## config.mk

```make
export PLATFORM = sky130hd
export DESIGN_NAME = tcg_timer
export DESIGN_NICKNAME = d
export VERILOG_FILES = /design/src/rtl/tcg_pkg.sv /design/src/rtl/tcg_timer.sv /design/src/rtl/tcg_prescaler.sv
export SDC_FILE = /design/constraint.sdc
export NUM_CORES = 1
export LEC_CHECK = 0
export BUFFER_PORTS_ARGS = -buffer_cell sky130_fd_sc_hd__buf_2
export CAP_MARGIN = 20
export CORE_MARGIN = 2
export CORE_UTILIZATION = 45
export DETAILED_ROUTE_END_ITERATION = 7
export GPL_TIMING_DRIVEN = 0
export HOLD_SLACK_MARGIN = 0.03
export PLACE_DENSITY = 0.77
export SLEW_MARGIN = 5
export SYNTH_ARGS = -nofsm -noshare
export SYNTH_HDL_FRONTEND = slang
export SYNTH_SLANG_ARGS = --single-unit
```

## constraint.sdc

```tcl
create_clock -name aclk -period 3.04 [get_ports aclk]
set_input_delay 0.456 -clock aclk [delete_from_list [all_inputs] [get_ports aclk]]
set_output_delay 0.456 -clock aclk [all_outputs]
set_load 0.005 [all_outputs]
```

## src/rtl/tcg_pkg.sv

```systemverilog
// Purpose: Shared constants and types for the capture/compare/gated timer
// Assumes: AXI4-Lite register access, 32-bit data, one byte register per word
// Notes: Byte address of a register is four times its index
package tcg_pkg;

  // Bus geometry
  localparam int ADDR_W = 8;
  localparam int DATA_W = 32;

  // Register indices (byte address = index * 4)
  localparam logic [3:0] IDX_COUNT_HI = 4'h0;
  localparam logic [3:0] IDX_COUNT_LO = 4'h1;
  localparam logic [3:0] IDX_RELOAD_HI = 4'h2;
  localparam logic [3:0] IDX_RELOAD_LO = 4'h3;
  localparam logic [3:0] IDX_CAPTURE_HI = 4'h4;
  localparam logic [3:0] IDX_CAPTURE_LO = 4'h5;
  localparam logic [3:0] IDX_CTL_FIRST = 4'h6;
  localparam logic [3:0] IDX_CTL_SECOND = 4'h7;
  localparam logic [3:0] IDX_PIN_CFG = 4'h8;
  localparam logic [3:0] IDX_LAST = 4'h8;

  // Field positions in timer_control_first
  localparam int F1_ENABLE = 7;
  localparam int F1_POLARITY = 6;
  localparam int F1_PRESCALE_LSB = 3;
  localparam int F1_MODE_LSB = 0;
  // Field positions in timer_control_second
  localparam int F2_MODE_EXT = 7;
  localparam int F2_ICSEL_LSB = 5;
  localparam int F2_CAPTURE_CAUSE = 0;
  // Field positions in the pin configuration register
  localparam int FP_OUT_ALT = 0;
  localparam int FP_IN_ALT = 1;

  // Reset and restart values
  localparam logic [15:0] COUNT_RST = 16'h0001;
  localparam logic [15:0] COUNT_RESTART = 16'h0001;
  localparam logic [15:0] RELOAD_RST = 16'hffff;
  localparam logic [15:0] CAPTURE_RST = 16'h0000;
  localparam logic [6:0] PRESCALE_CNT_RST = 7'h00;

  // Interrupt cause selections
  localparam logic [1:0] ICSEL_INPUT_ONLY = 2'h2;
  localparam logic [1:0] ICSEL_RELOAD_ONLY = 2'h3;

  // Bus responses
  localparam logic [1:0] RESP_OKAY = 2'h0;
  localparam logic [1:0] RESP_SLVERR = 2'h2;

  // Modes, as {mode_extension_bit, mode field}
  typedef enum logic [3:0] {
    MODE_COMPARE = 4'h2,
    MODE_GATED = 4'h6,
    MODE_CAPCMP = 4'h7,
    MODE_PWM_DUAL = 4'hc,
    MODE_CAPRESTART = 4'he
  } tcg_mode_type;

  // Run state, Gray coded along off -> wait -> run
  typedef enum logic [1:0] {
    ST_OFF = 2'b00,
    ST_WAIT = 2'b01,
    ST_RUN = 2'b11
  } tcg_state_type;

  // Control fields travelling together
  typedef struct packed {
    logic enable;
    logic polarity;
    logic [2:0] prescale;
    logic [3:0] mode;
    logic [1:0] icsel;
    logic out_alt;
    logic in_alt;
  } tcg_ctl_type;

  localparam tcg_ctl_type CTL_RST = '{default: '0};

  // Word index of a byte address
  function automatic logic [3:0] tcg_word_index(input logic [ADDR_W-1:0] addr);
    tcg_word_index = addr[5:2];
  endfunction : tcg_word_index

  // Address maps onto a register
  function automatic logic tcg_mapped(input logic [ADDR_W-1:0] addr);
    tcg_mapped = (addr[ADDR_W-1:6] == '0) && (addr[5:2] <= IDX_LAST);
  endfunction : tcg_mapped

endpackage : tcg_pkg

```

## src/rtl/tcg_timer.sv

```systemverilog
// Purpose: 16-bit up timer with capture-restart, compare, gated and capture/compare modes
// Assumes: Timer input pin is synchronous to aclk; software reaches registers over AXI4-Lite
// Notes: Byte registers sit in the low bits of each word; upper bits read as zero
`timescale 1ns/1ps
module tcg_timer
  import tcg_pkg::*;
(
  // Clock and reset
  input wire logic aclk,
  input wire logic aresetn,
  // AXI4-Lite write address and data
  input wire logic [ADDR_W-1:0] s_axi_awaddr,
  input wire logic s_axi_awvalid,
  output logic s_axi_awready,
  input wire logic [DATA_W-1:0] s_axi_wdata,
  input wire logic [3:0] s_axi_wstrb,
  input wire logic s_axi_wvalid,
  output logic s_axi_wready,
  // AXI4-Lite write response
  output logic [1:0] s_axi_bresp,
  output logic s_axi_bvalid,
  input wire logic s_axi_bready,
  // AXI4-Lite read
  input wire logic [ADDR_W-1:0] s_axi_araddr,
  input wire logic s_axi_arvalid,
  output logic s_axi_arready,
  output logic [DATA_W-1:0] s_axi_rdata,
  output logic [1:0] s_axi_rresp,
  output logic s_axi_rvalid,
  input wire logic s_axi_rready,
  // Timer pins
  input wire logic timer_in,
  output logic timer_out,
  output logic timer_out_oe,
  // Timer event
  output logic timer_irq
);

  // Bus slave state
  logic awready_reg, wready_reg, bvalid_reg, arready_reg, rvalid_reg;
  logic [1:0] bresp_reg, rresp_reg;
  logic [DATA_W-1:0] rdata_reg;
  logic aw_have_reg, w_have_reg, strb0_reg;
  logic [ADDR_W-1:0] aw_addr_reg;
  logic [7:0] w_data_reg;

  // Timer state
  tcg_ctl_type ctl_reg;
  tcg_state_type state_reg, state_next;
  logic [15:0] count_reg, count_next;
  logic [15:0] reload_reg;
  logic [15:0] capture_reg;
  logic [7:0] reload_hi_tmp_reg;
  logic [7:0] hold_lo_reg;
  logic capture_cause_reg;
  logic level_prev_reg;
  logic tout_reg, tout_oe_reg, irq_reg;

  // Bus decode
  wire logic aw_fire = s_axi_awvalid && awready_reg;
  wire logic w_fire = s_axi_wvalid && wready_reg;
  wire logic ar_fire = s_axi_arvalid && arready_reg;
  wire logic wr_do = aw_have_reg && w_have_reg && !bvalid_reg;
  wire logic wr_ok = tcg_mapped(aw_addr_reg);
  wire logic [3:0] wr_idx = tcg_word_index(aw_addr_reg);
  wire logic wr_en = wr_do && wr_ok && strb0_reg;
  wire logic rd_ok = tcg_mapped(s_axi_araddr);
  wire logic [3:0] rd_idx = tcg_word_index(s_axi_araddr);
  wire logic wr_cnt_hi = wr_en && (wr_idx == IDX_COUNT_HI);
  wire logic wr_cnt_lo = wr_en && (wr_idx == IDX_COUNT_LO);
  wire logic wr_cnt = wr_cnt_hi || wr_cnt_lo;

  // Mode decode
  wire logic enabled = ctl_reg.enable;
  wire logic m_cmp = (ctl_reg.mode == MODE_COMPARE);
  wire logic m_gated = (ctl_reg.mode == MODE_GATED);
  wire logic m_capcmp = (ctl_reg.mode == MODE_CAPCMP);
  wire logic m_capres = (ctl_reg.mode == MODE_CAPRESTART);
  wire logic running = (state_reg == ST_RUN);

  // pin is input unless dual PWM
  wire logic pin_level = timer_in && ctl_reg.in_alt && (ctl_reg.mode != MODE_PWM_DUAL);
  wire logic level_act = ctl_reg.polarity ? pin_level : !pin_level;
  wire logic in_edge = level_act && !level_prev_reg;
  wire logic in_deassert = !level_act && level_prev_reg;

  // Prescaler tick, counts only in the run state
  wire logic tick;
  tcg_prescaler u_prescaler (
    .aclk(aclk),
    .aresetn(aresetn),
    .run(running),
    .prescale(ctl_reg.prescale),
    .tick(tick)
  );

  wire logic advance = tick && (!m_gated || level_act);
  wire logic at_reload = (count_reg == reload_reg);
  wire logic cap_ev = running && in_edge && (m_capres || m_capcmp);
  wire logic reload_ev = running && advance && at_reload && !cap_ev && (m_capres || m_gated || m_capcmp);
  wire logic cmp_ev = running && advance && at_reload && m_cmp;
  wire logic deassert_ev = running && m_gated && in_deassert;
  wire logic first_edge = (state_reg == ST_WAIT) && in_edge;

  // cause select gates the two event classes outside compare mode
  wire logic input_ev = cap_ev || deassert_ev;
  wire logic allow_input = (ctl_reg.icsel != ICSEL_RELOAD_ONLY) || m_cmp;
  wire logic allow_reload = (ctl_reg.icsel != ICSEL_INPUT_ONLY) || m_cmp;
  wire logic irq_next = (input_ev && allow_input) || ((reload_ev || cmp_ev) && allow_reload);

  // every capture, reload or compare match flips the output
  wire logic tout_flip = cap_ev || reload_ev || cmp_ev;

  // Read mux; side effects are applied in the clocked process
  // disabled low read is live
  wire logic [7:0] rd_byte =
    (rd_idx == IDX_COUNT_HI) ? count_reg[15:8] :
    (rd_idx == IDX_COUNT_LO) ? (enabled ? hold_lo_reg : count_reg[7:0]) :
    (rd_idx == IDX_RELOAD_HI) ? reload_reg[15:8] :
    (rd_idx == IDX_RELOAD_LO) ? reload_reg[7:0] :
    (rd_idx == IDX_CAPTURE_HI) ? capture_reg[15:8] :
    (rd_idx == IDX_CAPTURE_LO) ? capture_reg[7:0] :
    (rd_idx == IDX_CTL_FIRST) ? {ctl_reg.enable, ctl_reg.polarity, ctl_reg.prescale, ctl_reg.mode[2:0]} :
    (rd_idx == IDX_CTL_SECOND) ? {ctl_reg.mode[3], ctl_reg.icsel, 4'h0, capture_cause_reg} :
    {6'h00, ctl_reg.in_alt, ctl_reg.out_alt};

  // Run state: capture/compare waits for its first edge
  always_comb begin
    state_next = state_reg;
    if (!enabled) begin
      state_next = ST_OFF;
    end else if (state_reg == ST_OFF) begin
      state_next = m_capcmp ? ST_WAIT : ST_RUN;
    end else if (first_edge) begin
      state_next = ST_RUN;
    end
  end

  // Counter next value, byte writes take priority
  always_comb begin
    count_next = count_reg;
    if (wr_cnt_hi) begin
      count_next[15:8] = w_data_reg;
    end else if (wr_cnt_lo) begin
      count_next[7:0] = w_data_reg;
    end else if (cap_ev || reload_ev) begin
      count_next = COUNT_RESTART;
    end else if (running && advance) begin
      count_next = count_reg + 16'h0001;
    end
  end

  // Write address and data slots, taken in either order
  always_ff @(posedge aclk) begin
    if (!aresetn) begin
      aw_have_reg <= 1'b0;
      w_have_reg <= 1'b0;
      awready_reg <= 1'b1;
      wready_reg <= 1'b1;
      aw_addr_reg <= '0;
      w_data_reg <= 8'h00;
      strb0_reg <= 1'b0;
    end else begin
      if (aw_fire) begin
        aw_addr_reg <= s_axi_awaddr;
      end
      if (w_fire) begin
        w_data_reg <= s_axi_wdata[7:0];
        strb0_reg <= s_axi_wstrb[0];
      end
      aw_have_reg <= (aw_have_reg || aw_fire) && !wr_do;
      w_have_reg <= (w_have_reg || w_fire) && !wr_do;
      awready_reg <= !((aw_have_reg || aw_fire) && !wr_do);
      wready_reg <= !((w_have_reg || w_fire) && !wr_do);
    end
  end

  // Write response, unmapped addresses answer SLVERR
  always_ff @(posedge aclk) begin
    if (!aresetn) begin
      bvalid_reg <= 1'b0;
      bresp_reg <= RESP_OKAY;
    end else if (wr_do) begin
      bvalid_reg <= 1'b1;
      bresp_reg <= wr_ok ? RESP_OKAY : RESP_SLVERR;
    end else if (bvalid_reg && s_axi_bready) begin
      bvalid_reg <= 1'b0;
    end
  end

  // Read channel, one outstanding read
  always_ff @(posedge aclk) begin
    if (!aresetn) begin
      arready_reg <= 1'b1;
      rvalid_reg <= 1'b0;
      rdata_reg <= '0;
      rresp_reg <= RESP_OKAY;
    end else if (ar_fire) begin
      arready_reg <= 1'b0;
      rvalid_reg <= 1'b1;
      rdata_reg <= rd_ok ? {24'h000000, rd_byte} : '0;
      rresp_reg <= rd_ok ? RESP_OKAY : RESP_SLVERR;
    end else if (rvalid_reg && s_axi_rready) begin
      arready_reg <= 1'b1;
      rvalid_reg <= 1'b0;
    end
  end

  // high read latches the low byte while enabled
  always_ff @(posedge aclk) begin
    if (!aresetn) begin
      hold_lo_reg <= COUNT_RST[7:0];
    end else if (ar_fire && rd_ok && enabled && (rd_idx == IDX_COUNT_HI)) begin
      hold_lo_reg <= count_reg[7:0];
    end
  end

  // Control, pin configuration and reload registers
  always_ff @(posedge aclk) begin
    if (!aresetn) begin
      ctl_reg <= CTL_RST;
      reload_reg <= RELOAD_RST;
      reload_hi_tmp_reg <= RELOAD_RST[15:8];
    end else if (wr_en) begin
      if (wr_idx == IDX_CTL_FIRST) begin
        ctl_reg.enable <= w_data_reg[F1_ENABLE];
        ctl_reg.polarity <= w_data_reg[F1_POLARITY];
        ctl_reg.prescale <= w_data_reg[F1_PRESCALE_LSB +: 3];
        ctl_reg.mode[2:0] <= w_data_reg[F1_MODE_LSB +: 3];
      end else if (wr_idx == IDX_CTL_SECOND) begin
        ctl_reg.mode[3] <= w_data_reg[F2_MODE_EXT];
        ctl_reg.icsel <= w_data_reg[F2_ICSEL_LSB +: 2];
      end else if (wr_idx == IDX_PIN_CFG) begin
        ctl_reg.out_alt <= w_data_reg[FP_OUT_ALT];
        ctl_reg.in_alt <= w_data_reg[FP_IN_ALT];
      end else if (wr_idx == IDX_RELOAD_HI) begin
        // high byte waits in the holding register
        reload_hi_tmp_reg <= w_data_reg;
      end else if (wr_idx == IDX_RELOAD_LO) begin
        reload_reg <= {reload_hi_tmp_reg, w_data_reg};
      end
    end
  end

  // Counter, run state and input history
  always_ff @(posedge aclk) begin
    if (!aresetn) begin
      count_reg <= COUNT_RST;
      state_reg <= ST_OFF;
      level_prev_reg <= 1'b1; // Matches the idle sense, so reset shows no edge
    end else begin
      count_reg <= count_next;
      state_reg <= state_next;
      level_prev_reg <= level_act;
    end
  end

  // capture wins over a software write to the pair
  always_ff @(posedge aclk) begin
    if (!aresetn) begin
      capture_reg <= CAPTURE_RST;
    end else if (cap_ev) begin
      capture_reg <= count_reg;
    end else if (wr_en && (wr_idx == IDX_CAPTURE_HI)) begin
      capture_reg[15:8] <= w_data_reg;
    end else if (wr_en && (wr_idx == IDX_CAPTURE_LO)) begin
      capture_reg[7:0] <= w_data_reg;
    end
  end

  // hardware set and clear beat a software write
  always_ff @(posedge aclk) begin
    if (!aresetn) begin
      capture_cause_reg <= 1'b0;
    end else if (cap_ev) begin
      capture_cause_reg <= 1'b1;
    end else if (reload_ev && !m_gated) begin
      capture_cause_reg <= 1'b0;
    end else if (wr_en && (wr_idx == IDX_CTL_SECOND)) begin
      capture_cause_reg <= w_data_reg[F2_CAPTURE_CAUSE];
    end
  end

  // output parks at the polarity level while disabled
  always_ff @(posedge aclk) begin
    if (!aresetn) begin
      tout_reg <= 1'b0;
      tout_oe_reg <= 1'b0;
      irq_reg <= 1'b0;
    end else begin
      tout_oe_reg <= ctl_reg.out_alt;
      irq_reg <= irq_next;
      if (!enabled) begin
        tout_reg <= ctl_reg.polarity;
      end else if (tout_flip && ctl_reg.out_alt) begin
        tout_reg <= !tout_reg;
      end
    end
  end

  // Registered outputs
  assign s_axi_awready = awready_reg;
  assign s_axi_wready = wready_reg;
  assign s_axi_bvalid = bvalid_reg;
  assign s_axi_bresp = bresp_reg;
  assign s_axi_arready = arready_reg;
  assign s_axi_rvalid = rvalid_reg;
  assign s_axi_rdata = rdata_reg;
  assign s_axi_rresp = rresp_reg;
  assign timer_out = tout_reg;
  assign timer_out_oe = tout_oe_reg;
  assign timer_irq = irq_reg;

  // Capture restarts the count and holds the old value
  property p_capture_restart;
    @(posedge aclk) disable iff (!aresetn)
    (cap_ev && !wr_cnt) |=> (count_reg == 16'h0001) && (capture_reg == $past(count_reg));
  endproperty
  a_capture_restart: assert property (p_capture_restart) else $error("capture did not restart count");

  // Capture sets the cause flag and raises the event when allowed
  property p_capture_flag;
    @(posedge aclk) disable iff (!aresetn)
    (cap_ev && ctl_reg.icsel != ICSEL_RELOAD_ONLY) |=> capture_cause_reg && timer_irq;
  endproperty
  a_capture_flag: assert property (p_capture_flag) else $error("capture flag or event missing");

  // Reload returns the count to 0001h
  property p_reload_restart;
    @(posedge aclk) disable iff (!aresetn)
    (reload_ev && !wr_cnt) |=> count_reg == 16'h0001;
  endproperty
  a_reload_restart: assert property (p_reload_restart) else $error("reload did not restart count");

  // Compare match keeps counting upward
  property p_compare_continue;
    @(posedge aclk) disable iff (!aresetn)
    (cmp_ev && !wr_cnt) |=> (count_reg == 16'($past(count_reg) + 16'h0001)) && timer_irq;
  endproperty
  a_compare_continue: assert property (p_compare_continue) else $error("compare match restarted count");

  // Compare match flips the output pin
  property p_compare_toggle;
    @(posedge aclk) disable iff (!aresetn)
    (cmp_ev && ctl_reg.out_alt) |=> timer_out != $past(timer_out);
  endproperty
  a_compare_toggle: assert property (p_compare_toggle) else $error("output not toggled on match");

  // Gated count holds while input inactive
  property p_gated_hold;
    @(posedge aclk) disable iff (!aresetn)
    (m_gated && !level_act && !wr_cnt) |=> $stable(count_reg);
  endproperty
  a_gated_hold: assert property (p_gated_hold) else $error("gated count moved while inactive");

  // Waiting for the first edge raises nothing
  property p_wait_quiet;
    @(posedge aclk) disable iff (!aresetn)
    (state_reg == ST_WAIT) ##1 (state_reg == ST_RUN) |-> !timer_irq ##1 !timer_irq;
  endproperty
  a_wait_quiet: assert property (p_wait_quiet) else $error("first edge raised an event");

  // Disabled output follows the polarity level
  property p_idle_level;
    @(posedge aclk) disable iff (!aresetn)
    !enabled |=> timer_out == $past(ctl_reg.polarity);
  endproperty
  a_idle_level: assert property (p_idle_level) else $error("idle output level wrong");

endmodule : tcg_timer

```

## src/rtl/tcg_prescaler.sv

```systemverilog
// Purpose: Divides the system clock into counter advance ticks
// Assumes: Prescale code n divides by 2 to the power n (1 to 128)
// Notes: Divider restarts whenever the timer is stopped
`timescale 1ns/1ps
module tcg_prescaler
  import tcg_pkg::*;
(
  // Clock and reset
  input wire logic aclk,
  input wire logic aresetn,
  // Control
  input wire logic run,
  input wire logic [2:0] prescale,
  // Advance pulse
  output logic tick
);

  logic [6:0] div_reg;
  logic [6:0] div_next;
  logic tick_reg;
  logic tick_next;
  wire logic [6:0] div_limit;

  // Terminal count for the selected division
  assign div_limit = 7'((8'h01 << prescale) - 8'h01);

  always_comb begin
    div_next = div_reg + 7'h01;
    tick_next = 1'b0;
    if (!run) begin
      div_next = PRESCALE_CNT_RST;
    end else if (div_reg >= div_limit) begin
      div_next = PRESCALE_CNT_RST;
      tick_next = 1'b1;
    end
  end

  // Divider state
  always_ff @(posedge aclk) begin
    if (!aresetn) begin
      div_reg <= PRESCALE_CNT_RST;
      tick_reg <= 1'b0;
    end else begin
      div_reg <= div_next;
      tick_reg <= tick_next;
    end
  end

  assign tick = tick_reg;

endmodule : tcg_prescaler

```

After elaboration in Yosys (flattened, before gate mapping)

Index checks and enable logic that the tools add are counted.

Bitwise operators: 7
Equal/unequal tests: 28
$lt $le $gt $ge: 3
Reduce and logical (&&, ||, !) cells: 87
Multiplexer cells: 37
Shift-type cells: 1
$add $sub $neg: 3

Operators with widths:

| cell                                                               | count |
|---|---|
| 8-bit 2-to-1 mux                                                   | 16 |
| 16-bit 2-to-1 mux                                                  | 3 |
| 4-bit by 3-bit == test with 1-bit output, second input constant    | 10 |
| 1-bit logical AND                                                  | 40 |
| 4-bit by 2-bit == test with 1-bit output, second input constant    | 5 |
| 16-bit by 1-bit adder with 16-bit output, second input constant    | 1 |
| 16-bit == test                                                     | 1 |
| 1-bit logical OR                                                   | 13 |
| 1-bit 2-to-1 mux                                                   | 13 |
| 2-bit AND reduction                                                | 6 |
| 1-bit zero test                                                    | 10 |
| 2-bit 2-to-1 mux                                                   | 5 |
| 2-bit nonzero test                                                 | 5 |
| 3-bit nonzero test                                                 | 3 |
| 4-bit by 1-bit == test with 1-bit output, second input constant    | 2 |
| 4-bit == test, second input constant                               | 2 |
| 4-bit <= comparator, second input constant                         | 2 |
| 4-bit zero test                                                    | 2 |
| 2-bit != test, second input constant                               | 4 |
| 7-bit by 1-bit adder with 7-bit output, second input constant      | 1 |
| 7-bit >= comparator                                                | 1 |
| 1-bit NOT                                                          | 7 |
| 1-bit by 3-bit << shifter with 7-bit output, first input constant  | 1 |
| 7-bit by 1-bit subtractor with 7-bit output, second input constant | 1 |
| other kinds (10)                                                   | 12 |

Register bits after elaboration: 152
Word-level logic and storage cells: 202
Input port bits: 60
Output and inout bits: 44

Longest topological paths before layout

Depth after elaboration: 15
Gate-level depth with buffers: 10
Mapped depth without buffers: 9

Cells and area by module

Synthesis repeated with hierarchy kept, for this count alone.

Cells, all modules: 804
Area total of the unflattened synthesis: 6572.6 um2

By module, submodules not included:

| module        | times used | sequential area each (um2) | area each (um2) | cells each |
|---|---|---|---|---|
| tcg_timer     | 1          | 2322.2                     | 6082.1          | 752 |
| tcg_prescaler | 1          | 160.2                      | 490.5           | 52 |

Least setup slack after synthesis

OpenSTA, ideal clock, no wires.

Path kind: in2reg
From: input port s_axi_araddr[2]
To: register hold_lo_reg[0]
Buffers on the path: 2
Data arrival time: 2.032 ns
Slack: 0.879 ns
Stages: 6
Data required time: 2.911 ns
Setup time: 0.129 ns
Cells stage by stage: clkbuf_1 buf_2 nor4_1 nand3_1 mux2i_1 nand2_1

Cells in the longest elaborated chain, start to end: 5
Elaborated cells on any way between the ends: 6
Those cells by class: order compare: 1; reduce/logical: 5

Ends and longest elaborated chain:

| element                        | line             | RTL |
|---|---|---|
| start: declaration             | tcg_timer.sv:24  | `input wire logic [ADDR_W-1:0] s_axi_araddr,` |
| 4-bit <= comparator            | tcg_pkg.sv:86    | `tcg_mapped = (addr[ADDR_W-1:6] == '0) && (addr[5:2] <= IDX_LAST);` |
| 1-bit logical AND              | tcg_pkg.sv:86    |  |
| 1-bit logical AND (2 in a row) | tcg_timer.sv:213 | `end else if (ar_fire && rd_ok && enabled && (rd_idx == IDX_COUNT_HI)) begin` |
| 1-bit logical AND (*)          | tcg_timer.sv:213 |  |
| end signal: assignment         | tcg_timer.sv:212 | `hold_lo_reg <= COUNT_RST[7:0];` |
| end signal: assignment         | tcg_timer.sv:214 | `hold_lo_reg <= count_reg[7:0];` |
| end: declaration               | tcg_timer.sv:54  | `logic [7:0] hold_lo_reg;` |

Mark *: on every way between the ends. The rest lies on a longest branch, timed or not.
A chain may end at the register's enable or synchronous reset.

Worst setup path after layout

From: register count_reg[11]
To: register count_reg[10]

Cells in the longest elaborated chain, start to end: 8
Elaborated cells on any way between the ends: 10
Those cells by class: eq/ne: 1; mux: 3; reduce/logical: 6

Ends and longest elaborated chain:

| element                            | line             | RTL |
|---|---|---|
| start: declaration                 | tcg_timer.sv:50  | `logic [15:0] count_reg, count_next;` |
| start signal: assignment           | tcg_timer.sv:252 | `count_reg <= count_next;` |
| 16-bit == test (*)                 | tcg_timer.sv:98  | `wire logic at_reload = (count_reg == reload_reg);` |
| 1-bit logical AND (*) (3 in a row) | tcg_timer.sv:100 | `wire logic reload_ev = running && advance && at_reload && !cap_ev && (m_capres \|\| m_gated \|\| m_capcmp);` |
| 1-bit logical OR (*)               | tcg_timer.sv:146 | `end else if (cap_ev \|\| reload_ev) begin` |
| 16-bit 2-to-1 mux                  | tcg_timer.sv:146 |  |
| 8-bit 2-to-1 mux                   | tcg_timer.sv:144 | `end else if (wr_cnt_lo) begin` |
| 8-bit 2-to-1 mux                   | tcg_timer.sv:142 | `if (wr_cnt_hi) begin` |

Mark *: on every way between the ends. The rest lies on a longest branch, timed or not. The select of a mux whose other input is x is not followed.

==> metrics.md <==
| Metric | Value |
|---|---|
| Status | `finished, final reports clean` |
| Root Buffer | `clkbuf_16` |
| RSZ-0062 raised after global routing | `false` |
| Worst setup EP type | `flip-flop` |
| Max Slew Vio Count | `0` |
| TritonCTS clock tree | `done` |
| FP Rows | `43` |
| Largest net degree at the start of global routing | `17` |
| CP most frequent cell | `nor4_1` |
| Grt ovf | `0` |
| Worst path top cell family by delay | `simple AND/OR/NAND/NOR gates` |
| Slowest-stage cell, CP | `nor4_1` |
| Fin area | `between 0.007 and 0.008 sq mm` |
| Post-Route Skew | `7.74 ps` |
| Hold path startpoint | `s_axi_wdata[0]` |
| CP max stage delay | `about 600 ps` |
| Worst hold path depth | `3` |
| CP Launch Point | `count_reg[11]` |
| Most frequent cells in the layout | `147 x nand2_1, 124 x dfxtp_1, 71 x nor2_1, 67 x nand3_1, 54 x clkbuf_1` |
| Crit-path max FO | `8` |
| Crit path time final | `2890 ps` |
| Multi-input logic area | `0.00363 sq mm` |
| LEAKAGE | `3.13 nW` |
| GRT Overall Usage | `0.251` |
| DR pass1 iterations | `5` |
| VDD IR max | `~0.00047 V` |
| Post-DP Area | `~0.0071 sq mm` |
| Power per Cell Area | `approximately 530 mW/mm^2` |
| Die Y | `around 120 um` |
| Ys async rst share | `0` |
| Max H-tree Level | `4` |
| Commonest non-fill, non-tap cell in the layout | `nand2_1` |
| Cells after DPL | `1,068` |
| RePlAce Congestion | `1.00` |
| Area Growth Syn to Fin | `17.5%` |
| Clock slew at reported path FFs | `60 ps` |
| Worst slew margin | `0.439` |
| Number of global-route vias before repair | `5,863` |
| Layout net count | `976` |
| Total I/O pin count | `about 100` |
| Arrival @ worst endpoint | `between 3000 and 4000 ps` |
| Number of synthesized flops with an enable pin | `0` |
| Avg WL per Cell | `around 18 um` |
| Share of layout cells above drive strength 1 | `0.141` |
| Initial DRC Count | `~820` |
| Final setup vio count | `0` |
| Setup ws final | `154 ps` |
| Crit share post-route | `0.949` |
| Mean Syn Cell Area | `~8 sq um` |
| First-pass GRT wire length | `30,900 um` |
| Antenna cells | `0` |
| Levels on crit path | `8` |
| Core area | `0.0140 sq mm` |
| Drt drc | `0` |
| Final Total Pwr | `0.00402 W` |
| Mapped Cells | `between 800 and 900` |
| #FFs+latches synth | `124` |
| Final antenna-violating net count | `0` |
| Die ar. | `0.0155 sq mm` |
| # hold bufs at CTS | `0` |
| Top_reg_cell synth | `dfxtp_1` |
| CTS Sinks | `124` |
| Mapped Area | `0.00651 sq mm` |
| Reg area | `approximately 0.0025 sq mm` |
| Maxcap violations | `0` |
| Setup_tns | `0 ps` |
| Peak Freq | `0.347 GHz` |
| CP Buf/Inv Count | `1` |
| R2R Path Start | `count_reg[11]` |
| Unique masters post-synth | `64` |
| DP HPWL | `13,900 um` |
| Post-route non-filler standard cell count | `1,100` |
| Worst-margin pin slew | `835 ps` |
| # fillers | `1,364` |
| Critical path type | `flip-flop to flip-flop` |
| Number of port buffers | `44` |
| Clock latency on the worst-skew pair | `420 ps` |
| Setup Fix Bufs, Post-CTS | `0` |
| Worst path required time | `between 3000 and 4000 ps` |
| Setup WS pre-CTS | `313 ps` |
| Vias/cell | `5.79` |
| Die outline width | `124 um` |
| Post-CTS sizing | `0` |
| Worst Hold Class | `input pin to flip-flop` |
| CP Cell Sequence | `clkbuf_1 > xor2_1 > nor4_1 > nand3_1 > nor3_2 > nor4_1 > o21ai_0 > o311ai_1` |
| Initial core utilization | `0.466` |
| Crit start category | `flip-flop` |
| TritonCTS buffer count | `17` |
| Final Hold Viols | `0` |
| R2R cell count | `8` |
| Synth Warn # | `0` |
| Final WL | `19,500 um` |
| Sequential fraction of the synthesis area | `0.381` |
| CTS max path bufs | `2` |
| Initial antenna violation count | `0` |
| Vias | `6,374` |
==> through the flow <==
stage	hold slack [ps]	util
floorplan	440	-
global placement	447	0.504
detailed placement	456	0.504
CTS	264	0.547
global route	270	0.547
finish	270	0.547
==> Yosys cell counts, types with 7 or more instances <==
cell type / instances / area [sq um]
xor2_1: 22 / 193
nand3_1: 67 / 335
nand4_1: 7 / 43.8
clkbuf_1: 54 / 203
buf_4: 26 / 195
dfxtp_1: 124 / 2480
and3_1: 9 / 56.3
a22oi_1: 9 / 67.6
ha_1: 9 / 113
a21oi_1: 47 / 235
mux2i_1: 36 / 360
nor2_1: 71 / 267
and2_1: 10 / 62.6
o21ai_0: 19 / 95.1
nand2_1: 147 / 552
a311oi_1: 16 / 140
nor3_1: 9 / 45.0
nor4_1: 16 / 100
o22ai_1: 7 / 43.8
inv_1: 12 / 45.0
==> where the power goes <==
| part | internal (W) | total (W) | leakage, nW | switching [W] |
|---|---|---|---|---|
| combinational | 0.000106 | 0.000311 | 1.85 | 0.000205 |
| sequential | 0.00166 | 0.00168 | 1.00 | 0.0000186 |
| clock | 0.00124 | 0.00204 | 0.281 | 0.000795 |
| total | 0.00301 | 0.00402 | 3.13 | 0.00102 |
==> path summary, 6_finish.rpt <==
kind	end	slack, ps
worst max-delay path	count_reg[10]	150
worst min register to register	reload_reg[11]	460
worst max register to register	count_reg[10]	150
worst min-delay path	w_data_reg[0]	270
==> cell type report <==
cell class / instances / share of cell area
multi-input combinational: 618 / 0.475
sequential: 124 / 0.324
clock buffer: 18 / 0.0574
clock inverter: 14 / 0.0209
timing repair buffer: 44 / 0.0288
buffer: 90 / 0.0587
tap: 180 / 0.0294
inverter: 12 / 0.00589
==> worst register-to-register path, stage by stage, from the launching register on <==
cell and delay (ps):
dfxtp_1 300, clkbuf_1 500, xor2_1 140, nor4_1 600, nand3_1 180, nor3_2 560, nor4_1 120, o21ai_0 220
o311ai_1 130
==> metal layers <==
metal	global-route usage	vias up	part of all wire
li1	-	3008	-
met1	0.339	2961	0.42
met4	0.104	0	0.034
met5	0	-	0
met3	0.0623	57	0.11
met2	0.382	348	0.44
==> cells by family (layout without fill, tap and decap cells) <==
kind of cell    Yosys count  count (layout)  share of synthesized area
xor+xnor                 27              27                     0.0363
buf+inv                 102             178                     0.0759
fa+ha+maj                 9               9                     0.0173
simple gates            374             374                      0.273
mux                      45              45                     0.0812
other cells               1              26                   0.000576
compound gates          137             137                      0.135
flops                   124             124                      0.381
Note: power is estimated with default switching activity, not from simulation.
